==> src/pkg/nhc_pkg.sv <==
// package: constants, types and step decoding for the nand host controller
// Overview of operation
// - 15h after data load starts cached program
// - 10h ends cached program; ready when done
// - block change refuses 15h with a sequence error
// - 70h then read strobes return status
// - copy ends 8Ch-10h with write protect high
// - copy data input only where bytes change
// - erase is 60h then D0h, starts on strobe
// - only 70h or FFh while device busy
package nhc_pkg;
  localparam int CLK_NS = 10;
  localparam int T_WP_NS = 25; // least write strobe low time
  localparam int T_WH_NS = 15; // least write strobe high time
  localparam int T_RP_NS = 25; // least read strobe low time
  localparam int T_REH_NS = 15; // least read strobe high time
  localparam int T_WB_NS = 100; // longest delay before busy shows
  localparam logic [3:0] T_WP_C = 4'((T_WP_NS + CLK_NS - 1) / CLK_NS);
  localparam logic [3:0] T_WH_C = 4'((T_WH_NS + CLK_NS - 1) / CLK_NS);
  localparam logic [3:0] T_RP_C = 4'((T_RP_NS + CLK_NS - 1) / CLK_NS);
  localparam logic [3:0] T_REH_C = 4'((T_REH_NS + CLK_NS - 1) / CLK_NS);
  localparam logic [3:0] T_WB_C = 4'((T_WB_NS + CLK_NS - 1) / CLK_NS);
  // device commands
  localparam logic [7:0] CMD_SERIAL_IN = 8'h80;
  localparam logic [7:0] CMD_PROG_END = 8'h10;
  localparam logic [7:0] CMD_PROG_CACHE = 8'h15;
  localparam logic [7:0] CMD_READ_CACHE = 8'h31;
  localparam logic [7:0] CMD_READ_START = 8'h30;
  localparam logic [7:0] CMD_READ_LAST = 8'h3f;
  localparam logic [7:0] CMD_COPY_READ = 8'h3a;
  localparam logic [7:0] CMD_COPY_PROG = 8'h8c;
  localparam logic [7:0] CMD_ERASE_SETUP = 8'h60;
  localparam logic [7:0] CMD_ERASE_GO = 8'hd0;
  localparam logic [7:0] CMD_ID = 8'h90;
  localparam logic [7:0] CMD_STATUS = 8'h70;
  localparam logic [7:0] CMD_RESET = 8'hff;
  localparam logic [7:0] ID_ADDR = 8'h00;
  // status byte bit positions
  localparam int ST_CUR_FAIL = 0;
  localparam int ST_PREV_FAIL = 1;
  localparam int ST_PB_RDY = 5;
  localparam int ST_DC_RDY = 6;
  localparam int ST_NOT_WP = 7;
  // register byte offsets and fields
  localparam logic [4:0] REG_CTRL = 5'h00;
  localparam logic [4:0] REG_ROW = 5'h04;
  localparam logic [4:0] REG_STAT = 5'h08;
  localparam logic [4:0] REG_RDATA = 5'h0c;
  localparam logic [4:0] REG_ID = 5'h10;
  localparam int CTRL_OP_LSB = 0;
  localparam int CTRL_BYTE_LSB = 8;
  localparam int CTRL_WP_EN = 16;
  localparam int BLK_LSB = 6;
  localparam int ROW_W = 15;
  localparam logic [ROW_W-1:0] ROW_RST = 15'h0000;

  typedef enum logic [1:0] {K_CMD = 2'h0, K_ADDR = 2'h1, K_WR = 2'h2, K_RD = 2'h3} nhc_kind_t;
  typedef enum logic [2:0] {
    OP_CMD = 3'h0, OP_ADDR = 3'h1, OP_WR = 3'h2, OP_RD = 3'h3,
    OP_STATUS = 3'h4, OP_ID = 3'h5, OP_ERASE = 3'h6, OP_RESET = 3'h7
  } nhc_op_t;

  // device side pins, driven from flip-flops except ce_n (tied low) and wp_n (or of two flops)
  typedef struct packed {
    logic cle;
    logic ale;
    logic ce_n;
    logic we_n;
    logic re_n;
    logic wp_n;
    logic io_oe;
    logic [7:0] io;
  } nhc_pin_t;

  typedef struct packed {
    nhc_kind_t kind;
    logic [7:0] data;
    logic last;
    logic wait_rb;
  } nhc_step_t;

  // commands after which the device goes busy
  function automatic logic nhc_busy_cmd(input logic [7:0] c);
    nhc_busy_cmd = (c == CMD_PROG_END) || (c == CMD_PROG_CACHE) || (c == CMD_ERASE_GO) ||
                   (c == CMD_READ_START) || (c == CMD_READ_CACHE) || (c == CMD_READ_LAST) ||
                   (c == CMD_COPY_READ) || (c == CMD_RESET);
  endfunction : nhc_busy_cmd

  // pin cycle for a given operation and step
  function automatic nhc_step_t nhc_step(input nhc_op_t op, input logic [2:0] st, input logic [7:0] b,
                                         input logic [ROW_W-1:0] row);
    nhc_step = '{kind: K_CMD, data: b, last: 1'b1, wait_rb: 1'b0};
    case (op)
      OP_CMD: nhc_step.wait_rb = nhc_busy_cmd(b);
      OP_ADDR: nhc_step.kind = K_ADDR;
      OP_WR: nhc_step.kind = K_WR;
      OP_RD: nhc_step.kind = K_RD;
      OP_STATUS: begin
        nhc_step.kind = (st == 3'h0) ? K_CMD : K_RD;
        nhc_step.data = CMD_STATUS;
        nhc_step.last = (st != 3'h0);
      end
      OP_ID: begin
        nhc_step.kind = (st == 3'h0) ? K_CMD : ((st == 3'h1) ? K_ADDR : K_RD);
        nhc_step.data = (st == 3'h0) ? CMD_ID : ID_ADDR;
        nhc_step.last = (st == 3'h5);
      end
      OP_ERASE: begin
        nhc_step.kind = (st == 3'h1 || st == 3'h2) ? K_ADDR : K_CMD;
        case (st)
          3'h0: nhc_step.data = CMD_ERASE_SETUP;
          3'h1: nhc_step.data = row[7:0];
          3'h2: nhc_step.data = {1'b0, row[ROW_W-1:8]};
          default: nhc_step.data = CMD_ERASE_GO;
        endcase
        nhc_step.last = (st == 3'h3);
        nhc_step.wait_rb = 1'b1;
      end
      default: begin
        nhc_step.data = CMD_RESET;
        nhc_step.wait_rb = 1'b1;
      end
    endcase
  endfunction : nhc_step
endpackage : nhc_pkg

==> src/hdl/nhc_cycle.sv <==
// single command, address or data strobe cycle on the nand pins
`timescale 1ns/100ps
`default_nettype none
module nhc_cycle (
  input wire logic clk_i, // system clock
  input wire logic rst_i, // synchronous reset
  input wire logic start_i, // pulse: begin a cycle
  input wire nhc_pkg::nhc_kind_t kind_i, // cycle kind
  input wire logic [7:0] data_i, // byte to drive
  input wire logic [7:0] io_i, // device data pins
  output logic done_o, // pulse: cycle over
  output logic [7:0] rdata_o, // byte sampled on read
  output nhc_pkg::nhc_pin_t pins_o // strobes and data, ce and wp unused
);
  import nhc_pkg::*;

  typedef enum logic [2:0] {C_IDLE = 3'b001, C_LOW = 3'b010, C_HIGH = 3'b100} nhc_cst_t;
  nhc_cst_t st_r, st_nxt;
  logic [3:0] cnt_r, cnt_nxt;
  logic rd_r, rd_nxt;
  logic done_r, done_nxt;
  logic [7:0] rdata_r, rdata_nxt;
  nhc_pin_t pin_r, pin_nxt;

  // strobe timing: low phase then high phase, both counted
  always_comb begin
    st_nxt = st_r;
    cnt_nxt = cnt_r;
    rd_nxt = rd_r;
    done_nxt = 1'b0;
    rdata_nxt = rdata_r;
    pin_nxt = pin_r;
    case (st_r)
      C_IDLE: begin
        if (start_i) begin
          st_nxt = C_LOW;
          rd_nxt = (kind_i == K_RD);
          cnt_nxt = (kind_i == K_RD) ? T_RP_C : T_WP_C;
          pin_nxt.cle = (kind_i == K_CMD);
          pin_nxt.ale = (kind_i == K_ADDR); // address held through the rising strobe
          pin_nxt.io = data_i;
          pin_nxt.io_oe = (kind_i != K_RD);
          pin_nxt.we_n = (kind_i == K_RD);
          pin_nxt.re_n = (kind_i != K_RD);
        end
      end
      C_LOW: begin
        cnt_nxt = cnt_r - 4'h1;
        if (cnt_r == 4'h1) begin
          st_nxt = C_HIGH;
          cnt_nxt = rd_r ? T_REH_C : T_WH_C;
          pin_nxt.we_n = 1'b1; // rising edge latches byte
          pin_nxt.re_n = 1'b1;
          if (rd_r) begin
            rdata_nxt = io_i; // sampled before read strobe rises
          end
        end
      end
      C_HIGH: begin
        cnt_nxt = cnt_r - 4'h1;
        if (cnt_r == 4'h1) begin
          st_nxt = C_IDLE;
          done_nxt = 1'b1;
          pin_nxt.cle = 1'b0;
          pin_nxt.ale = 1'b0;
          pin_nxt.io_oe = 1'b0;
        end
      end
      default: st_nxt = C_IDLE;
    endcase
  end

  always_ff @(posedge clk_i) begin
    if (rst_i) begin
      st_r <= C_IDLE;
      cnt_r <= 4'h0;
      rd_r <= 1'b0;
      done_r <= 1'b0;
      rdata_r <= 8'h00;
      pin_r <= '{cle: 1'b0, ale: 1'b0, ce_n: 1'b1, we_n: 1'b1, re_n: 1'b1, wp_n: 1'b0, io_oe: 1'b0, io: 8'h00};
    end else begin
      st_r <= st_nxt;
      cnt_r <= cnt_nxt;
      rd_r <= rd_nxt;
      done_r <= done_nxt;
      rdata_r <= rdata_nxt;
      pin_r <= pin_nxt;
    end
  end

  assign done_o = done_r;
  assign rdata_o = rdata_r;
  assign pins_o = pin_r;
endmodule : nhc_cycle
`default_nettype wire

==> src/hdl/nhc_host.sv <==
// nand host controller: wishbone registers and operation sequencer
`timescale 1ns/100ps
`default_nettype none
module nhc_host (
  input wire logic clk_i, // system clock
  input wire logic rst_i, // synchronous reset
  input wire logic wb_cyc_i, // wishbone cycle
  input wire logic wb_stb_i, // wishbone strobe
  input wire logic wb_we_i, // wishbone write
  input wire logic [4:0] wb_adr_i, // byte address
  input wire logic [3:0] wb_sel_i, // byte enables
  input wire logic [31:0] wb_dat_i, // write data
  output logic [31:0] wb_dat_o, // read data
  output logic wb_ack_o, // acknowledge
  input wire logic [7:0] io_i, // device data pins in
  input wire logic ready_busy_n_i, // device ready, low busy
  output nhc_pkg::nhc_pin_t pins_o // device pins out
);
  import nhc_pkg::*;

  typedef enum logic [4:0] {
    S_IDLE = 5'b00001, S_ISSUE = 5'b00010, S_WAITC = 5'b00100, S_TWB = 5'b01000, S_RDY = 5'b10000
  } nhc_st_t;

  nhc_st_t st_r, st_nxt;
  nhc_op_t op_r, op_nxt;
  logic [2:0] step_r, step_nxt;
  logic [7:0] byte_r, byte_nxt;
  logic [ROW_W-1:0] row_r, row_nxt;
  logic [3:0] wb_cnt_r, wb_cnt_nxt;
  logic [31:0] id_r, id_nxt;
  logic [7:0] rdata_r, rdata_nxt;
  logic [7:0] stat_r, stat_nxt;
  logic [7:0] last_cmd_r, last_cmd_nxt;
  logic pe_r, pe_nxt; // last busy command was program or erase
  logic cache_r, cache_nxt; // last busy command was 15h
  logic stat_pe_r, stat_pe_nxt;
  logic stat_cache_r, stat_cache_nxt;
  logic in_seq_r, in_seq_nxt;
  logic [ROW_W-BLK_LSB-1:0] seq_blk_r, seq_blk_nxt;
  logic copy_r, copy_nxt;
  logic wp_en_r, wp_en_nxt;
  logic err_r, err_nxt;
  logic seq_err_r, seq_err_nxt;
  logic ack_r, ack_nxt;
  logic [31:0] dat_r, dat_nxt;

  logic cyc_done;
  logic [7:0] cyc_rdata;
  nhc_pin_t cyc_pins;
  nhc_step_t cur;
  logic wr_ctrl, wr_row, wr_stat, rd_en;
  nhc_op_t req_op;
  logic [7:0] req_byte;
  logic ovr_busy, ovr_seq;

  // result is meaningful only after program/erase and with its ready bit set
  function automatic logic nhc_pf_valid(input logic pe, input logic rdy);
    nhc_pf_valid = pe & rdy;
  endfunction : nhc_pf_valid

  assign cur = nhc_step(op_r, step_r, byte_r, row_r);
  assign rd_en = wb_cyc_i & wb_stb_i & ~ack_r & ~wb_we_i;
  assign wr_ctrl = wb_cyc_i & wb_stb_i & ~ack_r & wb_we_i & (wb_adr_i == REG_CTRL);
  assign wr_row = wb_cyc_i & wb_stb_i & ~ack_r & wb_we_i & (wb_adr_i == REG_ROW);
  assign wr_stat = wb_cyc_i & wb_stb_i & ~ack_r & wb_we_i & (wb_adr_i == REG_STAT) & wb_sel_i[0];
  assign req_op = nhc_op_t'(wb_dat_i[CTRL_OP_LSB +: 3]);
  assign req_byte = wb_dat_i[CTRL_BYTE_LSB +: 8];
  // while busy only status read and reset may go out
  assign ovr_busy = ~ready_busy_n_i &
                    ~((req_op == OP_STATUS) || (req_op == OP_RESET) ||
                      ((req_op == OP_CMD) && ((req_byte == CMD_STATUS) || (req_byte == CMD_RESET))));
  // 15h only inside a sequence whose block has not changed
  assign ovr_seq = (req_op == OP_CMD) && (req_byte == CMD_PROG_CACHE) &&
                   (~in_seq_r || (row_r[ROW_W-1:BLK_LSB] != seq_blk_r));

  // wishbone slave: one wait state, ack for one cycle, unmapped reads zero
  always_comb begin
    ack_nxt = wb_cyc_i & wb_stb_i & ~ack_r;
    dat_nxt = 32'h0000_0000;
    if (rd_en) begin
      case (wb_adr_i)
        REG_CTRL: dat_nxt = {15'h0000, wp_en_r, byte_r, 5'h00, op_r};
        REG_ROW: dat_nxt = {17'h00000, row_r};
        REG_STAT: dat_nxt = {24'h000000,
                             nhc_pf_valid(stat_pe_r & stat_cache_r, stat_r[ST_DC_RDY]),
                             nhc_pf_valid(stat_pe_r, stat_r[ST_PB_RDY]),
                             copy_r, seq_err_r, err_r, ready_busy_n_i, in_seq_r, st_r != S_IDLE};
        REG_RDATA: dat_nxt = {16'h0000, stat_r, rdata_r};
        REG_ID: dat_nxt = id_r;
        default: dat_nxt = 32'h0000_0000;
      endcase
    end
  end

  // sequencer: issues pin cycles, then waits for the device to go ready
  always_comb begin
    st_nxt = st_r;
    op_nxt = op_r;
    step_nxt = step_r;
    byte_nxt = byte_r;
    row_nxt = row_r;
    wb_cnt_nxt = wb_cnt_r;
    id_nxt = id_r;
    rdata_nxt = rdata_r;
    stat_nxt = stat_r;
    last_cmd_nxt = last_cmd_r;
    pe_nxt = pe_r;
    cache_nxt = cache_r;
    stat_pe_nxt = stat_pe_r;
    stat_cache_nxt = stat_cache_r;
    in_seq_nxt = in_seq_r;
    seq_blk_nxt = seq_blk_r;
    copy_nxt = copy_r;
    wp_en_nxt = wp_en_r;
    err_nxt = err_r;
    seq_err_nxt = seq_err_r;
    // write one to clear; a new event in the same cycle wins below
    if (wr_stat) begin
      err_nxt = err_r & ~wb_dat_i[3];
      seq_err_nxt = seq_err_r & ~wb_dat_i[4];
    end
    if (wr_row && (st_r == S_IDLE)) begin
      row_nxt = wb_dat_i[ROW_W-1:0];
    end
    case (st_r)
      S_IDLE: begin
        if (wr_ctrl) begin
          wp_en_nxt = wb_dat_i[CTRL_WP_EN];
          if (ovr_busy) begin
            err_nxt = 1'b1;
          end else if (ovr_seq) begin
            seq_err_nxt = 1'b1;
          end else begin
            op_nxt = req_op;
            byte_nxt = req_byte;
            step_nxt = 3'h0;
            st_nxt = S_ISSUE;
          end
        end
      end
      S_ISSUE: st_nxt = S_WAITC;
      S_WAITC: begin
        if (cyc_done) begin
          if (cur.kind == K_CMD) begin
            last_cmd_nxt = cur.data; // a raw 70h turns later reads into status reads
          end
          if (cur.kind == K_CMD && cur.data != CMD_STATUS) begin
            case (cur.data)
              CMD_SERIAL_IN: begin
                if (~in_seq_r) begin
                  in_seq_nxt = 1'b1; // cached sequence opens on its block
                  seq_blk_nxt = row_r[ROW_W-1:BLK_LSB];
                end
              end
              CMD_COPY_READ, CMD_COPY_PROG: copy_nxt = 1'b1;
              CMD_PROG_END: begin
                in_seq_nxt = 1'b0; // a copy keeps write protect off until ready
              end
              CMD_RESET: begin
                in_seq_nxt = 1'b0; // abort may lose earlier cached page too
                copy_nxt = 1'b0;
              end
              default: in_seq_nxt = in_seq_r;
            endcase
            if (nhc_busy_cmd(cur.data)) begin
              pe_nxt = (cur.data == CMD_PROG_END) || (cur.data == CMD_PROG_CACHE) ||
                       (cur.data == CMD_ERASE_GO);
              cache_nxt = (cur.data == CMD_PROG_CACHE);
            end
          end
          if (cur.kind == K_RD) begin
            rdata_nxt = cyc_rdata;
            if (op_r == OP_ID) begin
              id_nxt = {cyc_rdata, id_r[31:8]}; // first byte lands lowest
            end
            if (op_r == OP_STATUS || last_cmd_r == CMD_STATUS) begin
              stat_nxt = cyc_rdata;
              stat_pe_nxt = pe_r;
              stat_cache_nxt = cache_r;
            end
          end
          if (!cur.last) begin
            step_nxt = step_r + 3'h1;
            st_nxt = S_ISSUE;
          end else if (cur.wait_rb) begin
            wb_cnt_nxt = T_WB_C;
            st_nxt = S_TWB;
          end else begin
            st_nxt = S_IDLE;
          end
        end
      end
      S_TWB: begin
        wb_cnt_nxt = wb_cnt_r - 4'h1;
        if (wb_cnt_r == 4'h1) begin
          st_nxt = S_RDY;
        end
      end
      S_RDY: begin
        if (ready_busy_n_i) begin
          st_nxt = S_IDLE; // done only once the device is ready
          if (last_cmd_r == CMD_PROG_END) begin
            copy_nxt = 1'b0; // last copied page programmed: protect may return
          end
        end
      end
      default: st_nxt = S_IDLE;
    endcase
  end

  always_ff @(posedge clk_i) begin
    if (rst_i) begin
      st_r <= S_IDLE;
      op_r <= OP_CMD;
      step_r <= 3'h0;
      byte_r <= 8'h00;
      row_r <= ROW_RST;
      wb_cnt_r <= 4'h0;
      id_r <= 32'h0000_0000;
      rdata_r <= 8'h00;
      stat_r <= 8'h00;
      last_cmd_r <= 8'h00;
      pe_r <= 1'b0;
      cache_r <= 1'b0;
      stat_pe_r <= 1'b0;
      stat_cache_r <= 1'b0;
      in_seq_r <= 1'b0;
      seq_blk_r <= '0;
      copy_r <= 1'b0;
      wp_en_r <= 1'b0;
      err_r <= 1'b0;
      seq_err_r <= 1'b0;
      ack_r <= 1'b0;
      dat_r <= 32'h0000_0000;
    end else begin
      st_r <= st_nxt;
      op_r <= op_nxt;
      step_r <= step_nxt;
      byte_r <= byte_nxt;
      row_r <= row_nxt;
      wb_cnt_r <= wb_cnt_nxt;
      id_r <= id_nxt;
      rdata_r <= rdata_nxt;
      stat_r <= stat_nxt;
      last_cmd_r <= last_cmd_nxt;
      pe_r <= pe_nxt;
      cache_r <= cache_nxt;
      stat_pe_r <= stat_pe_nxt;
      stat_cache_r <= stat_cache_nxt;
      in_seq_r <= in_seq_nxt;
      seq_blk_r <= seq_blk_nxt;
      copy_r <= copy_nxt;
      wp_en_r <= wp_en_nxt;
      err_r <= err_nxt;
      seq_err_r <= seq_err_nxt;
      ack_r <= ack_nxt;
      dat_r <= dat_nxt;
    end
  end

  nhc_cycle u_cycle (
    .clk_i(clk_i),
    .rst_i(rst_i),
    .start_i(st_r == S_ISSUE),
    .kind_i(cur.kind),
    .data_i(cur.data),
    .io_i(io_i),
    .done_o(cyc_done),
    .rdata_o(cyc_rdata),
    .pins_o(cyc_pins)
  );

  // chip stays selected; write protect forced off during a copy
  always_comb begin
    pins_o = cyc_pins;
    pins_o.ce_n = 1'b0;
    pins_o.wp_n = wp_en_r | copy_r;
  end
  assign wb_ack_o = ack_r;
  assign wb_dat_o = dat_r;
endmodule : nhc_host
`default_nettype wire

==> config.mk <==
export PLATFORM = sky130hd
export DESIGN_NAME = nhc_host
export DESIGN_NICKNAME = d
export VERILOG_FILES = /design/src/pkg/nhc_pkg.sv /design/src/hdl/nhc_cycle.sv /design/src/hdl/nhc_host.sv
export SDC_FILE = /design/constraint.sdc
export NUM_CORES = 1
export LEC_CHECK = 0
export BUFFER_PORTS_ARGS = -buffer_cell sky130_fd_sc_hd__clkbuf_2
export CORE_MARGIN = 4
export CORE_UTILIZATION = 55
export CTS_CLUSTER_DIAMETER = 60
export CTS_CLUSTER_SIZE = 8
export DETAILED_ROUTE_END_ITERATION = 6
export PLACE_DENSITY = 0.77
export SYNTH_ARGS = -nofsm -noshare
export SYNTH_HDL_FRONTEND = slang
export SYNTH_SLANG_ARGS = --single-unit
==> constraint.sdc <==
create_clock -name clk_i -period 4.8 [get_ports clk_i]
set_input_delay 0.24 -clock clk_i [delete_from_list [all_inputs] [get_ports clk_i]]
set_output_delay 0.24 -clock clk_i [all_outputs]
set_load 0.05 [all_outputs]
==> metrics.yaml <==
outcome: "finished, final reports clean"
dp.cells: 1101
min_path_cells: 3
switchingPower_w: 0.0006800
clock_path_buffers: 2
avgSynthCellArea_um2: 8.723
final_nets: 1003
drt_pre_antenna_iters: 5
vias_per_cell: 5.886
groute.usage.overall: 0.2464
crit_type: "reg -> reg"
die_w_um: 126.5
root_buffer: "clkbuf_16"
worstPathMaxFanout: 10
die_area_um2: 16000
ios: 103
vdd_drop_max_v: 0.0002787
ctsHoldBuffers: 0
ys.warnings.count: 0
fin_setup_tns_ns: 0
htreeDepth: 4
design_area_um2: 8787
worstPathCellList: "inv_1 -> ha_1 -> a221oi_1 -> o211ai_1 -> a31oi_1 -> and4_1 -> and4b_1 -> mux2i_1 -> nor2_1"
holdPathEnd: "u_cycle.rdata_o[6]"
min_from: "io_i[6]"
antennaDiodeCount: 0
p_int_w: 0.002286
layout_commonest_cell: "dfxtp_1"
synth_top_cell_by_area: "dfxtp_1"
crit_cells: 9
post_cts_buffers: 0
hp-class: "in -> reg"
fp.coreArea_um2: 13830
grt_max_degree: 88
power_density_nw_per_um2: 337.6
grt_pass1_wl_mm: 31.51
grt_pass1_vias: 6183
post_cts_resized: 0
portBuffers: 83
maxSlewViolCount: 0
hold_viol: 0
drt_iter0_markers: 682
r2r_slack_ns: 1.42
finalNonFillerCells: 1132
synth_seq_cells: 175
rows: 43
slew_headroom: 0.2164
ff2ff_path_depth: 9
gp_congestion: 0.9257
pwr-share-seq: 0.494
reg2reg_to: "seq_blk_r[0]"
timing.fmax_mhz: 296.0
finalSetupViolCount: 0
syn_to_final_growth_pct: 13.82
cp.arrival_ns: 3.66
mostFrequentLayoutCells: "dfxtp_1, nor2_1, nand2_1, clkbuf_2, a21oi_1"
r2r-start: "step_r[0]"
synth_edf_count: 0
synth_fp_nets: 948
crit_family: "compound AO/OA/AOI/OAI gates"
drv_cap: 0
power_w: 0.002966
slowest_stage: "and4b_1"
synth_cells: 885
power_frac_comb: 0.036
whs_ns: 0.03900
layout_worst_path_cycle_share: 0.7039
ant_nets: 0
cts_tree: "built"
synthTopCellsByArea: "dfxtp_1, mux2i_1, nor2_1"
clockPowerShare: 0.470
critPathLaunchType: "flop"
wire_per_inst_um: 17.30
worstSetupEndpointType: "flop"
drc: 0
final_layout_size_suffix_gt1_frac: 0.1534
numCtsBuffers: 17
path_buf_inv: 1
cts_num_sinks: 175
dieHeight_um: 126.5
overflow: 0
rsz0062_at_grt: "no"
yosysSeqAreaShare: 0.4538
vias: 6663
start_util: 0.5583
clk_latency_ns: 0.43
synth_cell_types: 71
synth_top_area_frac: 0.4538
hpwl_mm: 13.62
tightest_slew_ns: 1.173
placed_cell_area_um2: 8195
drt-total-wl_mm: 19.58
leakage_nw: 3.297
critPathMaxStageDelay_ns: 0.64
antenna_found_initial: 0
async_flop_share: 0
path_clk_slew_ns: 0.07
p_sw_frac: 0.2293
dominantRegCellSynth: "dfxtp_1"
syn_area_um2: 7720
min_period_ns: 3.379
finalClockSkew_ns: 0.007263
critical_path_required_ns: 5.09
==> final cells by class <==
type | count | area, um2
Fill cell | 1178 | 5040
Multi-Input combinational cell | 642 | 3936
Sequential cell | 175 | 3503
Timing Repair Buffer | 92 | 485.5
Clock buffer | 19 | 442.9
Tap cell | 180 | 225.2
Clock inverter | 12 | 148.9
Inverter | 12 | 45.04
==> sequential cells by signal, indices dropped and copies added (netlist names), 4 cells and up <==
register and cells:
byte_r 8, seq_blk_r 9, u_cycle.cnt_r 4, u_cycle.rdata_o 8, last_cmd_r 8, wb_cnt_r 4
stat_r 8, u_cycle.pins_o 13, id_r 32, st_r 5, row_r 15, rdata_r 8
wb_dat_o 32
==> through the flow <==
stage	util	setup WS, ns
after CTS	0.6355	1.464
after global routing	0.6355	1.139
after global placement	0.5927	1.532
after detailed placement	0.5927	1.482
final	0.6355	1.421
after floorplan	-	2.087
==> worst min-delay path: stages <==
cell	delay, ns
clkbuf_2	0.07
mux2i_1	0.05
nor2_1	0.07
==> synth_stat cells (all sizes together) (11+ instances only) <==
cell type / n
dfxtp: 175
nor2: 117
nand2: 114
a21oi: 78
mux2i: 70
clkbuf: 37
nor3: 22
and2: 21
o21ai: 21
buf: 19
nand3: 18
a22oi: 17
inv: 12
a211oi: 11
nor2b: 11
xor2: 11
==> power by group through the flow <==
stage	combinational, W	sequential, W	clock, W
6_report	0.000106	0.00147	0.00139
3_3_place_gp	0.000103	0.00150	0
4_1_cts	0.000104	0.00147	0.00142
3_5_place_dp	0.000103	0.00150	0
5_1_grt	0.000116	0.00147	0.00147
2_1_floorplan	0.0000694	0.00149	0
==> metal layers <==
layer / vias up / track usage / wire [um]
met4: 0 / 0.09653 / 432
li1: 3214 / - / -
met5: - / 0 / 0
met3: 36 / 0.04716 / 1275
met1: 3160 / 0.3236 / 8379
met2: 253 / 0.4022 / 9496
==> kinds of logic after synthesis <==
| family | share of synthesized area |
|---|---|
| compound gates | 0.1488 |
| mux | 0.1024 |
| flops | 0.4538 |
| simple gates | 0.2251 |
| other cells | 0.0004858 |
| xor+xnor | 0.01815 |
| fa+ha+maj | 0.01297 |
| buf+inv | 0.03825 |
==> worst max-delay path by stage <==
stage | slack, ns | endpoint | startpoint
global route | 1.14 | seq_blk_r[5] | step_r[0]
floorplan | 2.09 | cache_r | step_r[0]
finish | 1.42 | seq_blk_r[0] | step_r[0]
global placement | 1.53 | seq_blk_r[2] | step_r[0]
detailed placement | 1.48 | seq_blk_r[3] | step_r[0]
CTS | 1.46 | seq_blk_r[3] | step_r[0]
No activity file was read; power rests on OpenSTA's default activity.
